===== src/core/srp_pkg.sv =====
// Constants, types and timing figures shared by the soft reset sequencer.
// Assumes a 250 MHz core clock and a 32-bit Avalon-MM register port.
package srp_pkg;

  // Clock rate and derived timing counts.
  localparam int unsigned      CLK_MHZ      = 250;
  localparam int unsigned      REL_TIME_NS  = 400;
  localparam int unsigned      REL_CYC      = (REL_TIME_NS * CLK_MHZ) / 1000;
  localparam int unsigned      PRI_WAIT_US  = 1000;
  localparam longint unsigned  PRI_WAIT_CYC = longint'(PRI_WAIT_US) * longint'(CLK_MHZ);
  localparam longint unsigned  DIAG_TMO_S   = 31;
  localparam longint unsigned  DIAG_TMO_CYC = DIAG_TMO_S * longint'(CLK_MHZ) * 64'd1000000;
  localparam longint unsigned  SEC_DONE_S   = 30;
  localparam longint unsigned  SEC_DONE_CYC = SEC_DONE_S * longint'(CLK_MHZ) * 64'd1000000;
  localparam int unsigned      TMR_W        = 36;

  // Register byte offsets.
  localparam logic [4:0] OFF_CTRL   = 5'h00;
  localparam logic [4:0] OFF_STATUS = 5'h04;
  localparam logic [4:0] OFF_ERROR  = 5'h08;
  localparam logic [4:0] OFF_DEVICE = 5'h0c;
  localparam logic [4:0] OFF_SIG    = 5'h10;
  localparam logic [4:0] OFF_CMD    = 5'h14;
  localparam logic [4:0] OFF_CONFIG = 5'h18;
  localparam logic [4:0] OFF_MODE   = 5'h1c;

  // Field positions.
  localparam int unsigned CTRL_SOFT_RESET_BIT_BIT = 2;
  localparam int unsigned STAT_BUSY_BIT = 7;
  localparam int unsigned STAT_DRQ_BIT  = 3;
  localparam int unsigned DEV_SEL_BIT   = 4;
  localparam int unsigned CFG_FAIL_BIT  = 0;
  localparam int unsigned CFG_UDMA_BIT  = 1;
  localparam int unsigned CFG_ROLE_BIT  = 2;
  localparam int unsigned CFG_SEEN_BIT  = 3;
  localparam int unsigned MODE_SAVE_BIT = 31;

  // Values and masks.
  localparam logic [6:0] STAT_CLR_ATA    = 7'h0d;
  localparam logic [6:0] STAT_CLR_PKT    = 7'h7d;
  localparam logic [7:0] CMD_DEVICE_RST  = 8'h08;
  localparam logic [6:0] DIAG_PASS_CODE  = 7'h01;
  localparam logic [6:0] DIAG_FAIL_CODE  = 7'h02;
  localparam logic [7:0] MODE_DEFAULT    = 8'h00;
  localparam logic [7:0] STAT_RESET      = 8'h00;
  localparam logic [7:0] DEV_RESET       = 8'h00;

  // Pin index inside the synchroniser vector.
  localparam int unsigned PIN_HWRST_N   = 0;
  localparam int unsigned PIN_DIAG_N    = 1;
  localparam int unsigned PIN_PRESENT_N = 2;
  localparam int unsigned PIN_ROLE      = 3;
  localparam int unsigned PIN_NUM       = 4;

  typedef struct packed {
    logic        read;
    logic        write;
    logic [4:0]  address;
    logic [31:0] writedata;
    logic [3:0]  byteenable;
  } srp_avreq_t;

  typedef enum logic [2:0] {
    SRP_IDLE                    = 3'b000,
    SRP_ASSERT                  = 3'b001,
    SRP_PRIMARY_WAIT_STATE      = 3'b010,
    SRP_PRIMARY_SAMPLE          = 3'b011,
    SRP_SECONDARY_RELEASE_STATE = 3'b100,
    SRP_SET_STATUS              = 3'b101,
    SRP_HW_RESET                = 3'b110
  } srp_state_t;

endpackage : srp_pkg


===== src/core/srp_seq.sv =====
// Drive-side soft reset sequencer with its Avalon-MM register file.
// Assumes bus pins are asynchronous, the pad logic tristates the data and
// request pins from o_bus_release, and the hardware reset flow runs elsewhere.
`timescale 1ns/1ps
`default_nettype none
module srp_seq
  import srp_pkg::*;
#(
  parameter bit          HAS_PACKET  = 1'b0,
  parameter longint      WAIT_CYC    = PRI_WAIT_CYC,
  parameter longint      TMO_CYC     = DIAG_TMO_CYC,
  parameter longint      SELF_CYC    = 64'd1000,
  parameter logic [31:0] SIGNATURE   = 32'h0000_0101
)(
  // Clock and reset.
  input  wire logic        i_clk,
  input  wire logic        i_resetn,
  // Avalon-MM slave.
  input  wire logic [4:0]  i_avs_address,
  input  wire logic        i_avs_read,
  input  wire logic        i_avs_write,
  input  wire logic [31:0] i_avs_writedata,
  input  wire logic [3:0]  i_avs_byteenable,
  output logic [31:0]      o_avs_readdata,
  output logic             o_avs_waitrequest,
  // Drive bus pins.
  input  wire logic        i_hw_reset_n,
  input  wire logic        i_diag_pass_line_n,
  output logic             o_diag_pass_line_n,
  output logic             o_diag_pass_line_oe,
  input  wire logic        i_drive_present_line_n,
  input  wire logic        i_secondary_strap,
  // Status towards the rest of the drive.
  output logic             o_bus_release,
  output logic             o_busy,
  output logic             o_bus_idle,
  output logic             o_defaults_revert,
  output logic             o_hw_reset_run,
  output logic             o_device_reset_cmd
);

  localparam int CHK_REL = REL_CYC;
  // Idle pin levels: reset, pass and presence lines high, role strap low (primary).
  localparam logic [PIN_NUM-1:0] SYNC_IDLE = 4'h7;

  srp_avreq_t           req;
  srp_state_t           state_q, state_d;
  logic [PIN_NUM-1:0]   sync1_q, sync2_q;
  logic                 soft_reset_bit_q, soft_reset_bit_prev_q, busy_q, err7_q, dev_sel_q;
  logic [6:0]           err_code_q, stat_q;
  logic                 waitreq_q, fail_q, udma_q, role_q, seen_q;
  logic                 oe_q, release_q, idle_q, revert_q, devrst_q, hwrun_q;
  logic [7:0]           mode_q, saved_mode_q;
  logic                 saved_valid_q;
  logic [31:0]          rdata_q;
  logic [TMR_W-1:0]     clr_cnt, st_cnt;

  assign req = '{read: i_avs_read, write: i_avs_write, address: i_avs_address,
                 writedata: i_avs_writedata, byteenable: i_avs_byteenable};

  // Pin synchronisers; only the second stage is read.
  always_ff @(posedge i_clk)
  begin
    if (!i_resetn)
    begin
      sync1_q <= SYNC_IDLE;
      sync2_q <= SYNC_IDLE;
    end
    else
    begin
      sync1_q <= {i_secondary_strap, i_drive_present_line_n, i_diag_pass_line_n, i_hw_reset_n};
      sync2_q <= sync1_q;
    end
  end

  wire hw_rst     = !sync2_q[PIN_HWRST_N];
  wire diag_seen  = !sync2_q[PIN_DIAG_N];
  wire present    = !sync2_q[PIN_PRESENT_N];
  wire acc        = (req.read || req.write) && !waitreq_q;
  wire wr_lo      = acc && req.write && req.byteenable[0];
  wire wr_ctrl    = wr_lo && (req.address == OFF_CTRL);
  wire wr_stat    = wr_lo && (req.address == OFF_STATUS);
  wire wr_dev     = wr_lo && (req.address == OFF_DEVICE);
  wire wr_cmd     = wr_lo && (req.address == OFF_CMD);
  wire wr_cfg     = wr_lo && (req.address == OFF_CONFIG);
  wire wr_mode    = wr_lo && (req.address == OFF_MODE);
  wire wr_save    = wr_mode && req.byteenable[3] && req.writedata[MODE_SAVE_BIT];
  wire soft_reset_bit_rise  = soft_reset_bit_q && !soft_reset_bit_prev_q;
  wire quiet      = !hw_rst && !soft_reset_bit_rise;
  wire in_seq     = (state_q != SRP_IDLE);
  wire wait_done  = {28'h0, clr_cnt} >= (WAIT_CYC - 64'd1);
  wire diag_tmo   = {28'h0, clr_cnt} >= (TMO_CYC - 64'd1);
  wire self_done  = {28'h0, st_cnt} >= SELF_CYC;
  wire fin        = quiet && (state_q == SRP_SET_STATUS) && self_done;
  wire sample_out = quiet && (state_q == SRP_PRIMARY_SAMPLE) && (diag_seen || diag_tmo);
  wire skip_wait  = quiet && (state_q == SRP_ASSERT) && !soft_reset_bit_q && !role_q && !seen_q;
  wire [6:0] clr_mask  = HAS_PACKET ? STAT_CLR_PKT : STAT_CLR_ATA;
  wire [7:0] mode_init = saved_valid_q ? saved_mode_q : MODE_DEFAULT;
  wire sel_clear  = (state_d == SRP_PRIMARY_WAIT_STATE) || (state_d == SRP_SECONDARY_RELEASE_STATE) ||
                    (state_d == SRP_SET_STATUS);
  wire busy_d     = soft_reset_bit_rise ? 1'b1 : (fin ? 1'b0 : busy_q);
  wire drq_d      = fin ? 1'b0 : (wr_stat ? req.writedata[STAT_DRQ_BIT] : stat_q[STAT_DRQ_BIT]);

  // Sequence timers counted in core clock cycles.
  srp_timer #(.W(TMR_W)) u_clr_tmr (
    .i_clk    (i_clk),
    .i_resetn (i_resetn),
    .i_clear  (state_q == SRP_ASSERT),
    .o_count  (clr_cnt)
  );

  srp_timer #(.W(TMR_W)) u_self_tmr (
    .i_clk    (i_clk),
    .i_resetn (i_resetn),
    .i_clear  (soft_reset_bit_rise || hw_rst),
    .o_count  (st_cnt)
  );

  // Next state; a hardware reset and a fresh soft bit outrank everything.
  always_comb
  begin
    state_d = state_q;
    if (hw_rst)
      state_d = SRP_HW_RESET;
    else if (soft_reset_bit_rise)
      state_d = SRP_ASSERT;
    else
    begin
      case (state_q)
        SRP_IDLE:                    state_d = SRP_IDLE;
        SRP_HW_RESET:                state_d = SRP_IDLE;
        SRP_ASSERT:
          if (!soft_reset_bit_q)
            state_d = role_q ? SRP_SECONDARY_RELEASE_STATE :
                      (seen_q ? SRP_PRIMARY_WAIT_STATE : SRP_SET_STATUS);
        SRP_PRIMARY_WAIT_STATE:
          if (wait_done)
            state_d = SRP_PRIMARY_SAMPLE;
        SRP_PRIMARY_SAMPLE:
          if (diag_seen || diag_tmo)
            state_d = SRP_SET_STATUS;
        SRP_SECONDARY_RELEASE_STATE: state_d = SRP_SET_STATUS;
        SRP_SET_STATUS:
          if (self_done)
            state_d = SRP_IDLE;
        default:                     state_d = SRP_IDLE;
      endcase
    end
  end

  always_ff @(posedge i_clk)
  begin
    if (!i_resetn)
      state_q <= SRP_IDLE;
    else
      state_q <= state_d;
  end

  // Soft bit, role strap followed between sequences, and presence seen at the last hardware reset.
  always_ff @(posedge i_clk)
  begin
    if (!i_resetn)
    begin
      soft_reset_bit_q      <= 1'b0;
      soft_reset_bit_prev_q <= 1'b0;
      role_q      <= 1'b0;
      seen_q      <= 1'b0;
    end
    else
    begin
      soft_reset_bit_q      <= wr_ctrl ? req.writedata[CTRL_SOFT_RESET_BIT_BIT] : soft_reset_bit_q;
      soft_reset_bit_prev_q <= soft_reset_bit_q;
      // The strap is followed only between sequences, so a running one never changes role.
      role_q      <= (state_q == SRP_IDLE || state_q == SRP_HW_RESET) ? sync2_q[PIN_ROLE] : role_q;
      seen_q      <= (hw_rst && state_q != SRP_HW_RESET) ? 1'b0 :
                     ((state_q == SRP_HW_RESET) ? (seen_q || present) : seen_q);
    end
  end

  // Status, error and select bits; the Features register is left alone.
  always_ff @(posedge i_clk)
  begin
    if (!i_resetn)
    begin
      busy_q     <= 1'b0;
      stat_q     <= STAT_RESET[6:0];
      err7_q     <= 1'b0;
      err_code_q <= '0;
      dev_sel_q  <= 1'b0;
    end
    else
    begin
      busy_q     <= busy_d;
      stat_q     <= fin ? (stat_q & ~clr_mask) :
                    (wr_stat ? req.writedata[6:0] : stat_q);
      err7_q     <= skip_wait ? 1'b0 : (sample_out ? !diag_seen :
                    ((fin && role_q) ? 1'b0 : err7_q));
      err_code_q <= fin ? (fail_q ? DIAG_FAIL_CODE : DIAG_PASS_CODE) : err_code_q;
      dev_sel_q  <= sel_clear ? 1'b0 :
                    (wr_dev ? req.writedata[DEV_SEL_BIT] : dev_sel_q);
    end
  end

  // Pass line, bus release and settings; all but the mode (reloaded at set-status in packet builds) held across the sequence.
  always_ff @(posedge i_clk)
  begin
    if (!i_resetn)
    begin
      oe_q          <= 1'b0;
      release_q     <= 1'b0;
      revert_q      <= 1'b0;
      fail_q        <= 1'b0;
      udma_q        <= 1'b0;
      mode_q        <= MODE_DEFAULT;
      saved_mode_q  <= MODE_DEFAULT;
      saved_valid_q <= 1'b0;
    end
    else
    begin
      oe_q          <= (hw_rst || (soft_reset_bit_rise && !role_q) ||
                        (state_d == SRP_SECONDARY_RELEASE_STATE)) ? 1'b0 :
                       ((fin && role_q) ? !fail_q : oe_q);
      release_q     <= (soft_reset_bit_rise || hw_rst) ? 1'b1 : (fin ? 1'b0 : release_q);
      revert_q      <= soft_reset_bit_rise && !hw_rst && !HAS_PACKET;
      fail_q        <= wr_cfg ? req.writedata[CFG_FAIL_BIT] : fail_q;
      udma_q        <= wr_cfg ? req.writedata[CFG_UDMA_BIT] : udma_q;
      mode_q        <= (fin && HAS_PACKET) ? mode_init :
                       (wr_mode ? req.writedata[7:0] : mode_q);
      saved_mode_q  <= wr_save ? req.writedata[7:0] : saved_mode_q;
      saved_valid_q <= saved_valid_q || wr_save;
    end
  end

  // Register read mux; unmapped offsets read as zero.
  wire [31:0] rd_word =
    (req.address == OFF_CTRL)   ? {29'h0, soft_reset_bit_q, 2'h0} :
    (req.address == OFF_STATUS) ? {24'h0, busy_q, stat_q} :
    (req.address == OFF_ERROR)  ? {24'h0, err7_q, err_code_q} :
    (req.address == OFF_DEVICE) ? {27'h0, dev_sel_q, 4'h0} :
    (req.address == OFF_SIG)    ? SIGNATURE :
    (req.address == OFF_CONFIG) ? {28'h0, seen_q, role_q, udma_q, fail_q} :
    (req.address == OFF_MODE)   ? {saved_valid_q, 23'h0, mode_q} : 32'h0;

  // One wait cycle per access keeps the read mux off the output path.
  always_ff @(posedge i_clk)
  begin
    if (!i_resetn)
    begin
      waitreq_q <= 1'b1;
      rdata_q   <= '0;
      idle_q    <= 1'b1;
      devrst_q  <= 1'b0;
      hwrun_q   <= 1'b0;
    end
    else
    begin
      waitreq_q <= !((req.read || req.write) && waitreq_q);
      rdata_q   <= (req.read && waitreq_q) ? rd_word : rdata_q;
      idle_q    <= !busy_d && !drq_d;
      devrst_q  <= wr_cmd && (req.writedata[7:0] == CMD_DEVICE_RST) && !in_seq;
      hwrun_q   <= (state_d == SRP_HW_RESET);
    end
  end

  assign o_avs_readdata      = rdata_q;
  assign o_avs_waitrequest   = waitreq_q;
  assign o_diag_pass_line_n  = 1'b0;
  assign o_diag_pass_line_oe = oe_q;
  assign o_bus_release       = release_q;
  assign o_busy              = busy_q;
  assign o_bus_idle          = idle_q;
  assign o_defaults_revert   = revert_q;
  assign o_hw_reset_run      = hwrun_q;
  assign o_device_reset_cmd  = devrst_q;
endmodule : srp_seq
`default_nettype wire


===== src/core/srp_timer.sv =====
// Saturating elapsed-time counter for the soft reset sequencer.
// Assumes the caller clears it synchronously on the event it measures from.
`timescale 1ns/1ps
`default_nettype none
module srp_timer
  import srp_pkg::*;
#(
  parameter int unsigned W = TMR_W
)(
  // Clock and reset.
  input  wire logic         i_clk,
  input  wire logic         i_resetn,
  // Control.
  input  wire logic         i_clear,
  // Count.
  output logic [W-1:0]      o_count
);

  logic [W-1:0] cnt_q;
  wire          at_top = &cnt_q;
  wire [W-1:0]  cnt_d  = i_clear ? '0 : (at_top ? cnt_q : cnt_q + 1'b1);

  // Saturation keeps a long-stalled sequence from wrapping into a short time.
  always_ff @(posedge i_clk)
  begin
    if (!i_resetn)
      cnt_q <= '0;
    else
      cnt_q <= cnt_d;
  end

  assign o_count = cnt_q;

endmodule : srp_timer
`default_nettype wire


===== config.mk =====
export PLATFORM = sky130hd
export DESIGN_NAME = srp_seq
export DESIGN_NICKNAME = d
export VERILOG_FILES = /design/src/core/srp_pkg.sv /design/src/core/srp_seq.sv /design/src/core/srp_timer.sv
export SDC_FILE = /design/constraint.sdc
export NUM_CORES = 1
export LEC_CHECK = 0
export BUFFER_PORTS_ARGS = -buffer_cell sky130_fd_sc_hd__buf_2
export CORE_MARGIN = 2
export CORE_UTILIZATION = 58
export DETAILED_ROUTE_END_ITERATION = 8
export HOLD_SLACK_MARGIN = 0.02
export PLACE_DENSITY = 0.89
export SLEW_MARGIN = 0
export SYNTH_ARGS = -nofsm -noshare
export SYNTH_HDL_FRONTEND = slang
export SYNTH_HIERARCHICAL = 1
export SYNTH_SLANG_ARGS = --single-unit

===== constraint.sdc =====
create_clock -name i_clk -period 2.9 [get_ports i_clk]
set_clock_uncertainty 0.15 [all_clocks]
set_input_delay 0.58 -clock i_clk [delete_from_list [all_inputs] [get_ports i_clk]]
set_output_delay 0.58 -clock i_clk [all_outputs]
set_load 0.01 [all_outputs]

# Word-level counts from Yosys, hierarchy flattened
# Cells that the tools add are included.
totals:
  regBits: 154
  inputBits: 49
  output_inout_bits: 41
  wordCells: 147
op_classes:
  n_addsub: 2
  magnitude_cmp: 3
  eq_ne: 19
  n_mux: 25
  n_bitwise: 2
  reduce_logical: 69
ops:
  columns: ["operator", "n"]
  rows:
  - ["2-to-1 mux 32 bit", 7]
  - ["adder 36 x 1 -> 36 bit (second input constant)", 2]
  - ["AND reduction 36 bit", 2]
  - ["greater-or-equal comparator 36 x 10 -> 1 bit (second input constant)", 1]
  - ["greater-or-equal comparator 36 x 18 -> 1 bit (second input constant)", 1]
  - ["greater-or-equal comparator 36 x 33 -> 1 bit (second input constant)", 1]
  - ["logical AND 1 bit", 30]
  - ["2-to-1 mux 3 bit", 8]
  - ["equality test 5 bit (second input constant)", 4]
  - ["equality test 3 bit (second input constant)", 6]
  - ["one-hot mux 3 bit (5 select lines)", 1]
  - ["zero test 1 bit", 14]
  - ["OR reduction 2 bit", 7]
  - ["equality test 5 x 4 -> 1 bit (second input constant)", 2]
  - ["logical OR 1 bit", 10]
  - ["equality test 3 x 2 -> 1 bit (second input constant)", 3]
  - ["equality test 8 x 4 -> 1 bit (second input constant)", 1]
  - ["2-to-1 mux 1 bit", 8]
  - ["equality test 5 x 3 -> 1 bit (second input constant)", 1]
  - ["zero test 5 bit", 1]
  - ["nonzero test 2 bit", 2]
  - ["equality test 3 x 1 -> 1 bit (second input constant)", 1]
  - ["zero test 3 bit", 1]
  - ["!= test 3 bit (second input constant)", 1]
  - ["other kinds (4)", 5]

# Logic depth before layout (Yosys ltp)
# Gate-level depths: netlist (run 1).
logic_depth:
  word_depth: 10
  depth_mapped: 8
  mapped_depth_nobuf: 7

# By module
# Netlist (run 1), hierarchy kept.
modules_own_cells:
  columns: ["module", "instances", "cells_per_inst", "area_each_um2", "seq_area_each_um2"]
  rows:
  - ["srp_timer", 2, 232, 1863.0, 720.7]
  - ["srp_seq", 1, 337, 2899.0, 1101.1]

# Least setup slack after synthesis (run 1)
# No wires, ideal clock.
synth_timing:
  kind: "input -> register"
  startpoint: "input i_avs_address[1]"
  endpoint: "register stat_q[1]"
  setup_time_ns: 0.116
  arrival_ns: 2.006
  t_required_ns: 2.634
  path_slack_ns: 0.628
  path_stages: 7
  n_path_buf: 1
  cell_sequence: "or3b_1 -> clkbuf_1 -> nor3_4 -> nand2_1 -> o21bai_1 -> mux2i_1 -> nor2b_1"
synth_via:
  elab_chain_len: 3
synth_lines:
  columns: ["element", "line_no", "source"]
  rows:
  - ["from (decl)", "srp_seq.sv:19", "input wire logic [4:0] i_avs_address,"]
  - ["equality test 5 x 3 -> 1 bit", "srp_seq.sv:82", "wire wr_stat = wr_lo && (req.address == OFF_STATUS);"]
  - ["logical AND 1 bit", "srp_seq.sv:82", null]
  - ["AND reduction 2 bit (no line)", null, null]
  - ["to (signal assigned)", "srp_seq.sv:186", "stat_q <= STAT_RESET[6:0];"]
  - ["to (signal assigned)", "srp_seq.sv:194", "stat_q <= fin ? (stat_q & ~clr_mask) :"]
  - ["to (decl)", "srp_seq.sv:50", "logic [6:0] err_code_q, stat_q;"]
# No other way between the ends.
# A chain may end at the register's enable or synchronous reset.

# Final worst setup path (run 1)
layout_timing:
  startpoint: "register u_self_tmr.cnt_q[19] (netlist: u_self_tmr/o_count[19])"
  endpoint: "register dev_sel_q"
layout_via:
  elab_chain_len: 9
layout_lines:
  columns: ["element", "line_no", "source"]
  rows:
  - ["from (decl)", "srp_timer.sv:19", "logic [W-1:0] cnt_q;"]
  - ["from (signal assigned)", "srp_timer.sv:29", "cnt_q <= cnt_d;"]
  - ["greater-or-equal comparator 36 x 10 -> 1 bit (*)", "srp_seq.sv:93", "wire self_done = {28'h0, st_cnt} >= SELF_CYC;"]
  - ["2-to-1 mux 3 bit (*)", "srp_seq.sv:144", "if (self_done)"]
  - ["one-hot mux 3 bit (5 select lines) (*)", "srp_seq.sv:129", "case (state_q)"]
  - ["2-to-1 mux 3 bit (*)", "srp_seq.sv:125", "else if (soft_reset_bit_rise)"]
  - ["2-to-1 mux 3 bit (*)", "srp_seq.sv:123", "if (hw_rst)"]
  - ["equality test 3 x 2 -> 1 bit or equality test 3 bit (tied branches)", "srp_seq.sv:99", "wire sel_clear = (state_d == SRP_PRIMARY_WAIT_STATE) || (state_d == SRP_SECONDARY_RELEASE_STATE) ||"]
  - ["logical OR 1 bit", "srp_seq.sv:99", null]
  - ["logical OR 1 bit (*)", "srp_seq.sv:99", null]
  - ["OR reduction 2 bit (no line) (*)", null, null]
  - ["to (signal assigned)", "srp_seq.sv:199", "dev_sel_q <= sel_clear ? 1'b0 :"]
  - ["to (decl)", "srp_seq.sv:49", "logic soft_reset_bit_q, soft_reset_bit_prev_q, busy_q, err7_q, dev_sel_q;"]
# Every way passes the cells marked *; elsewhere a longest branch is shown, timed or not.

==> impl_results.md, run 1 <==
- Hold Path End: sync1_q[1]$_SDFF_PN1_
- Post-synth EDFFs: 0
- Die H: 110.9 µm
- Hold Crit Class: primary input to flip-flop
- FF-to-FF End: dev_sel_q$_SDFFE_PP0P_
- Final Slew Violations: 0
- Highest clock rate: slightly below 400 MHz
- DIE WIDTH: 110.9 µm
- DP HPWL: 10.48 mm
- Final core utilization: 65.88%
- #FFs+latches synth: 127
- Synthesis Warnings: 6
- Worst setup path class: flip-flop to flip-flop
- Ys async rst share: 0%
- Worst r2r src: u_self_tmr/o_count[19]$_SDFFE_PP0N_
- Largest net degree at the start of global routing: 41
- WHS: 0.1796 ns
- CTS tree: built
- Placed insts: between 900 and 1000
- Post-synthesis sequential area ratio: 38.38%
- Final Critical Period: 2.581 ns
- Total gr overflow: 0
- Worst EP required: around 3.1 ns
- Total wire length: 16.02 mm
- Core Footprint: 0.01127 mm²
- Period utilization: about nine tenths
- Area Overhead vs Synth: 12.09%
- Worst Setup End Kind: flip-flop
- N_diodes: 0
- RSZ-0062 raised after global routing: false
- Die area: between 0.01 and 0.015 mm²
- DRC viols: 0
- WP data arrival: 2.75 ns
- Clock transition at path regs: approximately 0.060 ns
- Clock Path Buffers: 2
- CTS buffer count: 17
- Worst Path Max Fanout: 7
- Wl on met1: between 7 and 8 mm
- Clk_lat worst skew: ~0.42 ns
- Main flop type after synthesis: dfxtp_1
- Wire length on met2: about 7.6 mm
- Share of the synthesized area in the top cell type: between 30% and 40%
- First-pass GRT wire length: around 27 mm
- Post_cts resized: 0
- Final GP Congestion: approximately 0.9
- Count of final hold-check violations: 0
- Reg2reg setup slack: approximately 0.32 ns
- Fraction of layout cells with a size suffix above 1: 11.78%
- Static leakage: roughly 2.5 nW
- Starting Density: 58.77%
- Root Buffer: clkbuf_16
- Worst Setup Start Kind: flip-flop
- Most common cell after layout, fill and taps aside: dfxtp_1
- WL met3: around 1.1 mm
- Worst R2R Path Depth: 6
- Worst-margin pin slew: roughly 0.76 ns
- Top post-synthesis cells by area: dfxtp_1 (38%), a21oi_1 (4.8%), or3_1 (4.5%)
- Cell taking the most area after synthesis: dfxtp_1
- Top-Level Pins: 90
- # Post-CTS Setup Buffers: 0
- I/O Buffers: approximately 40
- Fin cells: slightly below 1000
- Initial DRC count: between 600 and 700
- Most frequent cells in the layout: dfxtp_1 (127), nand2_1 (68), a21oi_1 (63)
- Sum Neg Setup Slack: 0 ns
- Initial antenna violation count: 0
- Max IR drop VDD: 0.5594 mV
- Final ANT Viol Nets: 0
- Syn_area_per_cell: 8.271 µm²
- DR vias: about 6200
- Netlist cell types: 65
- Synthesized area: 0.006625 mm²
- Routed len/inst: about 16 µm
- Status: completed
- Rel. slew slack: between 40% and 50%
- Vias/cell: 6.283
- Total GRT Usage: a little over a quarter
- Post-Syn Instances: 801
- PD cells: between 500 and 600 mW/mm²
- 1st-pass router iterations: 6
- Min-Delay Path Depth: 2
- Nets: 887
- Min-delay src: i_diag_pass_line_n
- # hold bufs at CTS: 0
- Max-cap viol count: 0
- Max Used Layer: met4
- Cell Rows: 39
- Number of global-route vias before repair: approximately 5600
- H-tree levels: 4
- Setup violations, final: 0
- CTS sink count: 127
state kept, by name, indices dropped and copies added, names as in the netlist, 2 cells and up:
register / count
err_code_q: 2
mode_q: 8
o_avs_readdata: 10
stat_q: 7
state_q: 3
sync1_q: 4
sync2_q: 4
u_clr_tmr/o_count: 36
u_self_tmr/o_count: 36
logic make-up after synthesis:
family | synth area share [%]
flops | 38.38
other cells | 0.05660
simple gates | 33.41
buf+inv | 5.817
compound gates | 16.81
mux | 3.966
fa+ha+maj | 0.3777
xor+xnor | 1.190
layout make-up:
class                      instances  area, µm²
clock buffer                      18      439.2
clock inverter                    14      151.4
timing repair buffer              51      292.8
fill                             891       3846
sequential                       127       2542
inverter                          11      41.29
multi-input combinational        628       3780
tap                              143      178.9
metal layers:
metal	up-vias	track usage (%)
met1	2908	35.24
li1	3028	-
met4	0	10.83
met2	261	41.64
met5	-	0
met3	36	5.850
how the worst max path moves through the flow:
stage          cells after the start                           startpoint  slack [ns]                                to
6_report                           6  u_self_tmr/o_count[19]$_SDFFE_PP0N_        0.32            dev_sel_q$_SDFFE_PP0P_
5_1_grt                            6  u_self_tmr/o_count[19]$_SDFFE_PP0N_        0.17  o_diag_pass_line_oe$_SDFFE_PP0P_
4_1_cts                            6  u_self_tmr/o_count[19]$_SDFFE_PP0N_        0.37            dev_sel_q$_SDFFE_PP0P_
3_5_place_dp                       6  u_self_tmr/o_count[19]$_SDFFE_PP0N_        0.46            dev_sel_q$_SDFFE_PP0P_
3_3_place_gp                       6  u_self_tmr/o_count[19]$_SDFFE_PP0N_        0.47  o_diag_pass_line_oe$_SDFFE_PP0P_
2_1_floorplan                      7                     i_avs_address[1]        0.63            stat_q[1]$_SDFFE_PN0P_
cell usage after synthesis (3+ instances only):
cell      number
nand4_1       27
and4_1        12
or3_1         48
o211ai_1       4
a21oi_1       63
or4_4          3
o31ai_1       12
o21ai_0       50
nand3_1       37
and2_1        13
inv_1         11
nor2_1        39
o21a_1         4
o21bai_1       4
and3_1         8
nor4b_1        5
buf_4         28
buf_2          6
a221oi_1       3
a21boi_0       4
nand2b_1      15
or4_1         18
a31oi_1        7
nand2_1       68
nor3_1        18
nor4_1        27
or2_1          4
clkbuf_1      20
nor2b_1       30
mux2i_1       24
xnor2_1        7
dfxtp_1      127
a22oi_1        7
where the power goes:
group | internal [mW] | total, mW | switching (mW)
combinational | 0.0651 | 0.185 | 0.120
sequential | 1.77 | 1.79 | 0.0250
clock | 1.23 | 2.10 | 0.869
total | 3.07 | 4.08 | 1.01
worst max-delay path, stage by stage, from the launching register on:
cell and delay [ns]:
dfxtp_1 0.36, nor4_1 0.37, nand3_1 0.18, o31ai_1 0.57, a21oi_1 0.18, o32a_2 0.43, o2111a_1 0.23
stage by stage:
step	total power, mW	setup WS, ns	area [µm²]
CTS	4.101	0.3734	7426
finish	4.082	0.3194	7426
floorplan	1.975	0.6277	6708
detailed placement	2.011	0.4625	6835
global route	4.197	0.1716	7426
global placement	2.006	0.4706	6835
Note: power is estimated with default switching activity, not from simulation.
==> run 2: changes to the inputs <==
==> constraint.sdc (replaced) <==
create_clock -name i_clk -period 2.4 [get_ports i_clk]
set_clock_uncertainty 0.15 [all_clocks]
set_input_delay 0.48 -clock i_clk [delete_from_list [all_inputs] [get_ports i_clk]]
set_output_delay 0.48 -clock i_clk [all_outputs]
set_load 0.01 [all_outputs]
==> impl_results.md, run 2 (synthesized netlist as in run 1, its figures left out) <==
- Crit-path max cell delay: 0.41 ns
- I/O Buffers: 41
- Cell-internal power: 3.688 mW
- Final Slew Violations: 0
- Max-cap viol count: 0
- Nets: between 900 and 1000
- Number of global-route vias before repair: about 6000
- Root Buffer: clkbuf_16
- Worst R2R Path Depth: 6
- Worst Setup End Kind: flip-flop
- DP HPWL: 11.48 mm
- CTS buffer count: 17
- Status: completed
- Rel. slew slack: 60.26%
- Slowest-stage cell, CP: o32a_2
- 1st-pass router iterations: 6
- Period utilization: a little over nine tenths
- Final core utilization: ~69%
- Routed len/inst: 16.84 µm
- Clock transition at path regs: 0.06 ns
- Cell Chain, Critical Path: nor4_1 -> nand4_1 -> o31ai_2 -> a21oi_1 -> o32a_2 -> o2111a_1
- CP Launch Point: u_self_tmr/o_count[31]$_SDFFE_PP0N_
- Starting Density: 58.77%
- CTS tree: built
- Max IR drop VDD: between 0.6 and 0.7 mV
- Fin cells: slightly above 1000
- Count of final hold-check violations: 0
- Fraction of layout cells with a size suffix above 1: 16.39%
- Clk_lat worst skew: between 0.4 and 0.5 ns
- Initial DRC count: about 700
- # Post-CTS Setup Buffers: 0
- DR vias: between 6000 and 7000
- Final ANT Viol Nets: 0
- Core Footprint: between 0.01 and 0.015 mm²
- DIE WIDTH: between 100 and 150 µm
- Final Critical Period: 2.317 ns
- Min-Delay Path Depth: 2
- Sequential share of power: between 40% and 50%
- Initial antenna violation count: 0
- Die area: about 0.012 mm²
- Clock Path Buffers: 2
- Hold Path End: sync1_q[1]$_SDFF_PN1_
- Worst setup path class: flip-flop to flip-flop
- DRC viols: 0
- WP data arrival: about 2.5 ns
- RSZ-0062 raised after global routing: false
- Min-delay src: i_diag_pass_line_n
- Highest clock rate: around 430 MHz
- Worst Setup Start Kind: flip-flop
- Total gr overflow: 0
- N_diodes: 0
- Placed insts: 1002
- Static leakage: ~2.7 nW
- Setup violations, final: 0
- Largest net degree at the start of global routing: between 40 and 50
- Worst-margin pin slew: 0.5952 ns
- Final GP Congestion: 0.9466
- Vias/cell: 6.338
- Fillers: 830
- Area Overhead vs Synth: 16.90%
- Reg2reg setup slack: 0.08 ns
- Hold Crit Class: primary input to flip-flop
- H-tree levels: 4
- Sum Neg Setup Slack: 0 ns
- Cell Rows: 39
- Die H: 110.9 µm
- Worst r2r src: u_self_tmr/o_count[31]$_SDFFE_PP0N_
- Clock group share of total power: roughly 50%
- FF-to-FF End: o_diag_pass_line_oe$_SDFFE_PP0P_
- NetSw: 1.245 mW
- Worst Path Max Fanout: 4
- Sw frac: 25.24%
- Worst EP required: 2.56 ns
- Comb power frac: roughly 4.8%
- CTS sink count: about 130
- # hold bufs at CTS: 0
- Most frequent cells in the layout: dfxtp_1 (124), nand2_1 (68), a21oi_1 (63)
- Top-Level Pins: 90
- Total GRT Usage: approximately 28%
- First-pass GRT wire length: between 20 and 30 mm
- PD cells: ~640 mW/mm²
- Most common cell after layout, fill and taps aside: dfxtp_1
- Post_cts resized: 0
- Total wire length: 17.41 mm
run 2: power groups by stage:
stage	Clock, mW	Combinational (mW)	Sequential [mW]
after global routing	2.64	0.253	2.17
after floorplan	0	0.178	2.21
final	2.53	0.236	2.17
after global placement	0	0.220	2.21
after detailed placement	0	0.226	2.21
after CTS	2.54	0.230	2.17
run 2: critical path: cells and delay by family, from the launching register on:
| family | cells | cell delay, ns |
|---|---|---|
| compound gates | 4 | 1.11 |
| flops | 1 | 0.35 |
| simple gates | 2 | 0.61 |
run 2: through the flow:
stage	setup WS [ns]	area (µm²)	hold slack [ns]	power, mW
3_5_place_dp	0.09375	7151	0.2431	2.440
6_report	0.08314	7745	0.08172	4.934
4_1_cts	0.06766	7727	0.07095	4.944
2_1_floorplan	0.2277	6708	0.2363	2.386
3_3_place_gp	0.1143	7151	0.2376	2.432
5_1_grt	0.004415	7745	0.08139	5.067
run 2: routing by layer:
metal / wire, µm / global-route usage [%] / vias up / share of wire (%)
met5: 0 / 0 / - / 0
met4: 410 / 11.17 / 0 / 2.4
met3: 1351 / 6.889 / 52 / 7.8
met2: 8460 / 47.08 / 316 / 49
met1: 7187 / 34.95 / 3059 / 41
li1: - / - / 3126 / -
run 2: how the worst max path moves through the flow:
stage / end / slack, ns / cells after the start
after floorplan: stat_q[1]$_SDFFE_PN0P_ / 0.23 / 7
after global placement: dev_sel_q$_SDFFE_PP0P_ / 0.11 / 6
after detailed placement: dev_sel_q$_SDFFE_PP0P_ / 0.09 / 6
after CTS: o_diag_pass_line_oe$_SDFFE_PP0P_ / 0.07 / 6
after global routing: u_clr_tmr/o_count[24]$_SDFFE_PP0N_ / 0.004 / 6
final: o_diag_pass_line_oe$_SDFFE_PP0P_ / 0.08 / 6
run 2: area by class of cell:
cell class | count | area (µm²) | share of cell area, %
multi-input combinational | 628 | 3794 | 48.98
sequential | 127 | 2546 | 32.88
timing repair buffer | 93 | 608.1 | 7.851
clock buffer | 18 | 429.2 | 5.541
tap | 143 | 178.9 | 2.310
clock inverter | 14 | 147.6 | 1.906
inverter | 11 | 41.29 | 0.5331
==> run 3: changes to the inputs <==
--- a/config.mk
+++ b/config.mk
@@ -6,6 +6,7 @@
 export NUM_CORES = 1
 export LEC_CHECK = 0
 export BUFFER_PORTS_ARGS = -buffer_cell sky130_fd_sc_hd__buf_2
+export CORE_ASPECT_RATIO = 0.5
 export CORE_MARGIN = 2
 export CORE_UTILIZATION = 58
 export DETAILED_ROUTE_END_ITERATION = 8
==> impl_results.md, run 3 (synthesized netlist as in run 1, its figures left out) <==
- Fraction of layout cells with a size suffix above 1: around 15%
- Total gr overflow: 0
- Comb power frac: under 10%
- PD cells: around 660 mW/mm²
- Clock transition at path regs: 0.06 ns
- CTS sink count: ~130
- Fillers: 780
- FF-to-FF End: dev_sel_q$_SDFFE_PP0P_
- Sum Neg Setup Slack: 0 ns
- Worst r2r src: u_self_tmr/o_count[30]$_SDFFE_PP0N_
- Final ANT Viol Nets: 0
- Die area: roughly 0.012 mm²
- Area Overhead vs Synth: 16.81%
- Initial DRC count: 543
- DRC viols: 0
- WP data arrival: between 2 and 2.5 ns
- Setup violations, final: 0
- CTS tree: built
- Cell Rows: 27
- Starting Density: 59.97%
- Cell-internal power: ~4.0 mW
- Highest clock rate: between 400 and 500 MHz
- Hold Path End: sync1_q[2]$_SDFF_PN1_
- Initial antenna violation count: 0
- Worst Setup End Kind: flip-flop
- DP HPWL: 11.59 mm
- Rel. slew slack: between 50% and 60%
- Vias/cell: approximately 6.5
- Total wire length: between 15 and 20 mm
- Clk_lat worst skew: 0.42 ns
- DIE WIDTH: ~160 µm
- Worst Setup Start Kind: flip-flop
- Max-cap viol count: 0
- Worst Path Max Fanout: 6
- NetSw: between 1 and 1.5 mW
- H-tree levels: 4
- Final Critical Period: about 2.3 ns
- Status: completed
- N_diodes: 0
- Count of final hold-check violations: 0
- Core Footprint: 0.01105 mm²
- Total GRT Usage: 29.37%
- Number of global-route vias before repair: roughly 6300
- CTS buffer count: 17
- Clock group share of total power: 52.5%
- I/O Buffers: between 40 and 50
- Largest net degree at the start of global routing: just over 40
- Final GP Congestion: 0.9726
- Top-Level Pins: 90
- Most frequent cells in the layout: dfxtp_1 (125), nand2_1 (68), a21oi_1 (63)
- Hold Crit Class: primary input to flip-flop
- Root Buffer: clkbuf_16
- Worst-margin pin slew: around 0.72 ns
- Max IR drop VDD: roughly 0.49 mV
- Routed len/inst: approximately 18 µm
- Worst R2R Path Depth: 6
- Most common cell after layout, fill and taps aside: dfxtp_1
- Final Slew Violations: 0
- Total power: ~5 mW
- Die H: 79.58 µm
- Nets: a little over 900
- First-pass GRT wire length: about 30 mm
- # hold bufs at CTS: 0
- # Post-CTS Setup Buffers: 0
- Sw frac: between 20% and 30%
- Final core utilization: between 70% and 80%
- Min-Delay Path Depth: 2
- Sequential share of power: roughly 43%
- 1st-pass router iterations: 6
- Worst EP required: roughly 2.6 ns
- RSZ-0062 raised after global routing: false
- Clock Path Buffers: 2
- Reg2reg setup slack: 0.08 ns
- Worst setup path class: flip-flop to flip-flop
- Static leakage: around 2.7 nW
- Period utilization: between 90% and 100%
- DR vias: ~6700
- Min-delay src: i_drive_present_line_n
-- run 3: cell types whose count changed in the layout (fill, tap and decap cells not counted), sizes merged --
cell / before / now
inv: 20 / 11
clkbuf: 18 / 24
bufinv: 1 / 3
buf: 93 / 86
clkinv: 1 / 3
clkinvlp: 3 / 0
-- run 3: power groups by stage --
| stage | sequential, mW | clock (mW) | combinational (mW) |
|---|---|---|---|
| 2_1_floorplan | 2.21 | 0 | 0.178 |
| 3_3_place_gp | 2.21 | 0 | 0.218 |
| 3_5_place_dp | 2.21 | 0 | 0.226 |
| 4_1_cts | 2.17 | 2.67 | 0.231 |
| 5_1_grt | 2.17 | 2.77 | 0.258 |
| 6_report | 2.17 | 2.66 | 0.238 |
-- run 3: worst max-delay path by stage --
stage                                              from                                  to  slack, ns
floorplan                              i_avs_address[1]              stat_q[1]$_SDFFE_PN0P_       0.23
CTS                 u_self_tmr/o_count[20]$_SDFFE_PP0N_              dev_sel_q$_SDFFE_PP0P_       0.05
global placement    u_self_tmr/o_count[20]$_SDFFE_PP0N_              dev_sel_q$_SDFFE_PP0P_       0.12
detailed placement  u_self_tmr/o_count[20]$_SDFFE_PP0N_              dev_sel_q$_SDFFE_PP0P_       0.09
finish              u_self_tmr/o_count[30]$_SDFFE_PP0N_              dev_sel_q$_SDFFE_PP0P_       0.08
global route          u_clr_tmr/o_count[5]$_SDFFE_PP0N_  u_clr_tmr/o_count[24]$_SDFFE_PP0N_     0.0002
-- run 3: final cells by class --
| cell class | count | area (µm²) | share of cell area [%] |
|---|---|---|---|
| well taps | 145 | 181.4 | 2.344 |
| flip-flops and latches | 127 | 2545 | 32.89 |
| repair buffers | 86 | 568.0 | 7.340 |
| multi-input cells | 628 | 3796 | 49.05 |
| inverters | 11 | 41.29 | 0.5335 |
| clock buffers | 24 | 501.7 | 6.483 |
| clock inverters | 6 | 105.1 | 1.358 |
-- run 3: critical path, stage by stage, from the launching register on --
cell	delay [ns]
dfxtp_1	0.35
nor4_1	0.36
nand4_1	0.24
o31ai_2	0.36
a21oi_1	0.11
o32a_2	0.40
o2111a_1	0.24
-- run 3: metal layers --
layer,routed length (µm),part of all wire [%],track usage (%),vias up
met1,7076,39,34.10,3125
met5,0,0,0,-
met2,8765,49,50.80,376
met3,1557,8.6,7.383,83
met4,647,3.6,15.56,0
li1,-,-,-,3103
-- run 3: repair_timing --
action                                 4_1_cts  5_1_grt
setup endpoints to repair                    0        9
endpoints found under the hold margin        0        0
gates resized for setup                      0        5
-- run 3: per-stage QoR --
| step | worst slack, ns | area, µm² | instances | hold WS (ns) |
|---|---|---|---|---|
| 2_1_floorplan | 0.2277 | 6708 | 823 | 0.2363 |
| 3_3_place_gp | 0.1150 | 7113 | 997 | 0.2373 |
| 3_5_place_dp | 0.08783 | 7113 | 997 | 0.2426 |
| 4_1_cts | 0.05421 | 7720 | 1027 | 0.09233 |
| 5_1_grt | 0.0001823 | 7739 | 1027 | 0.1061 |
| 6_report | 0.07733 | 7739 | 1027 | 0.09465 |
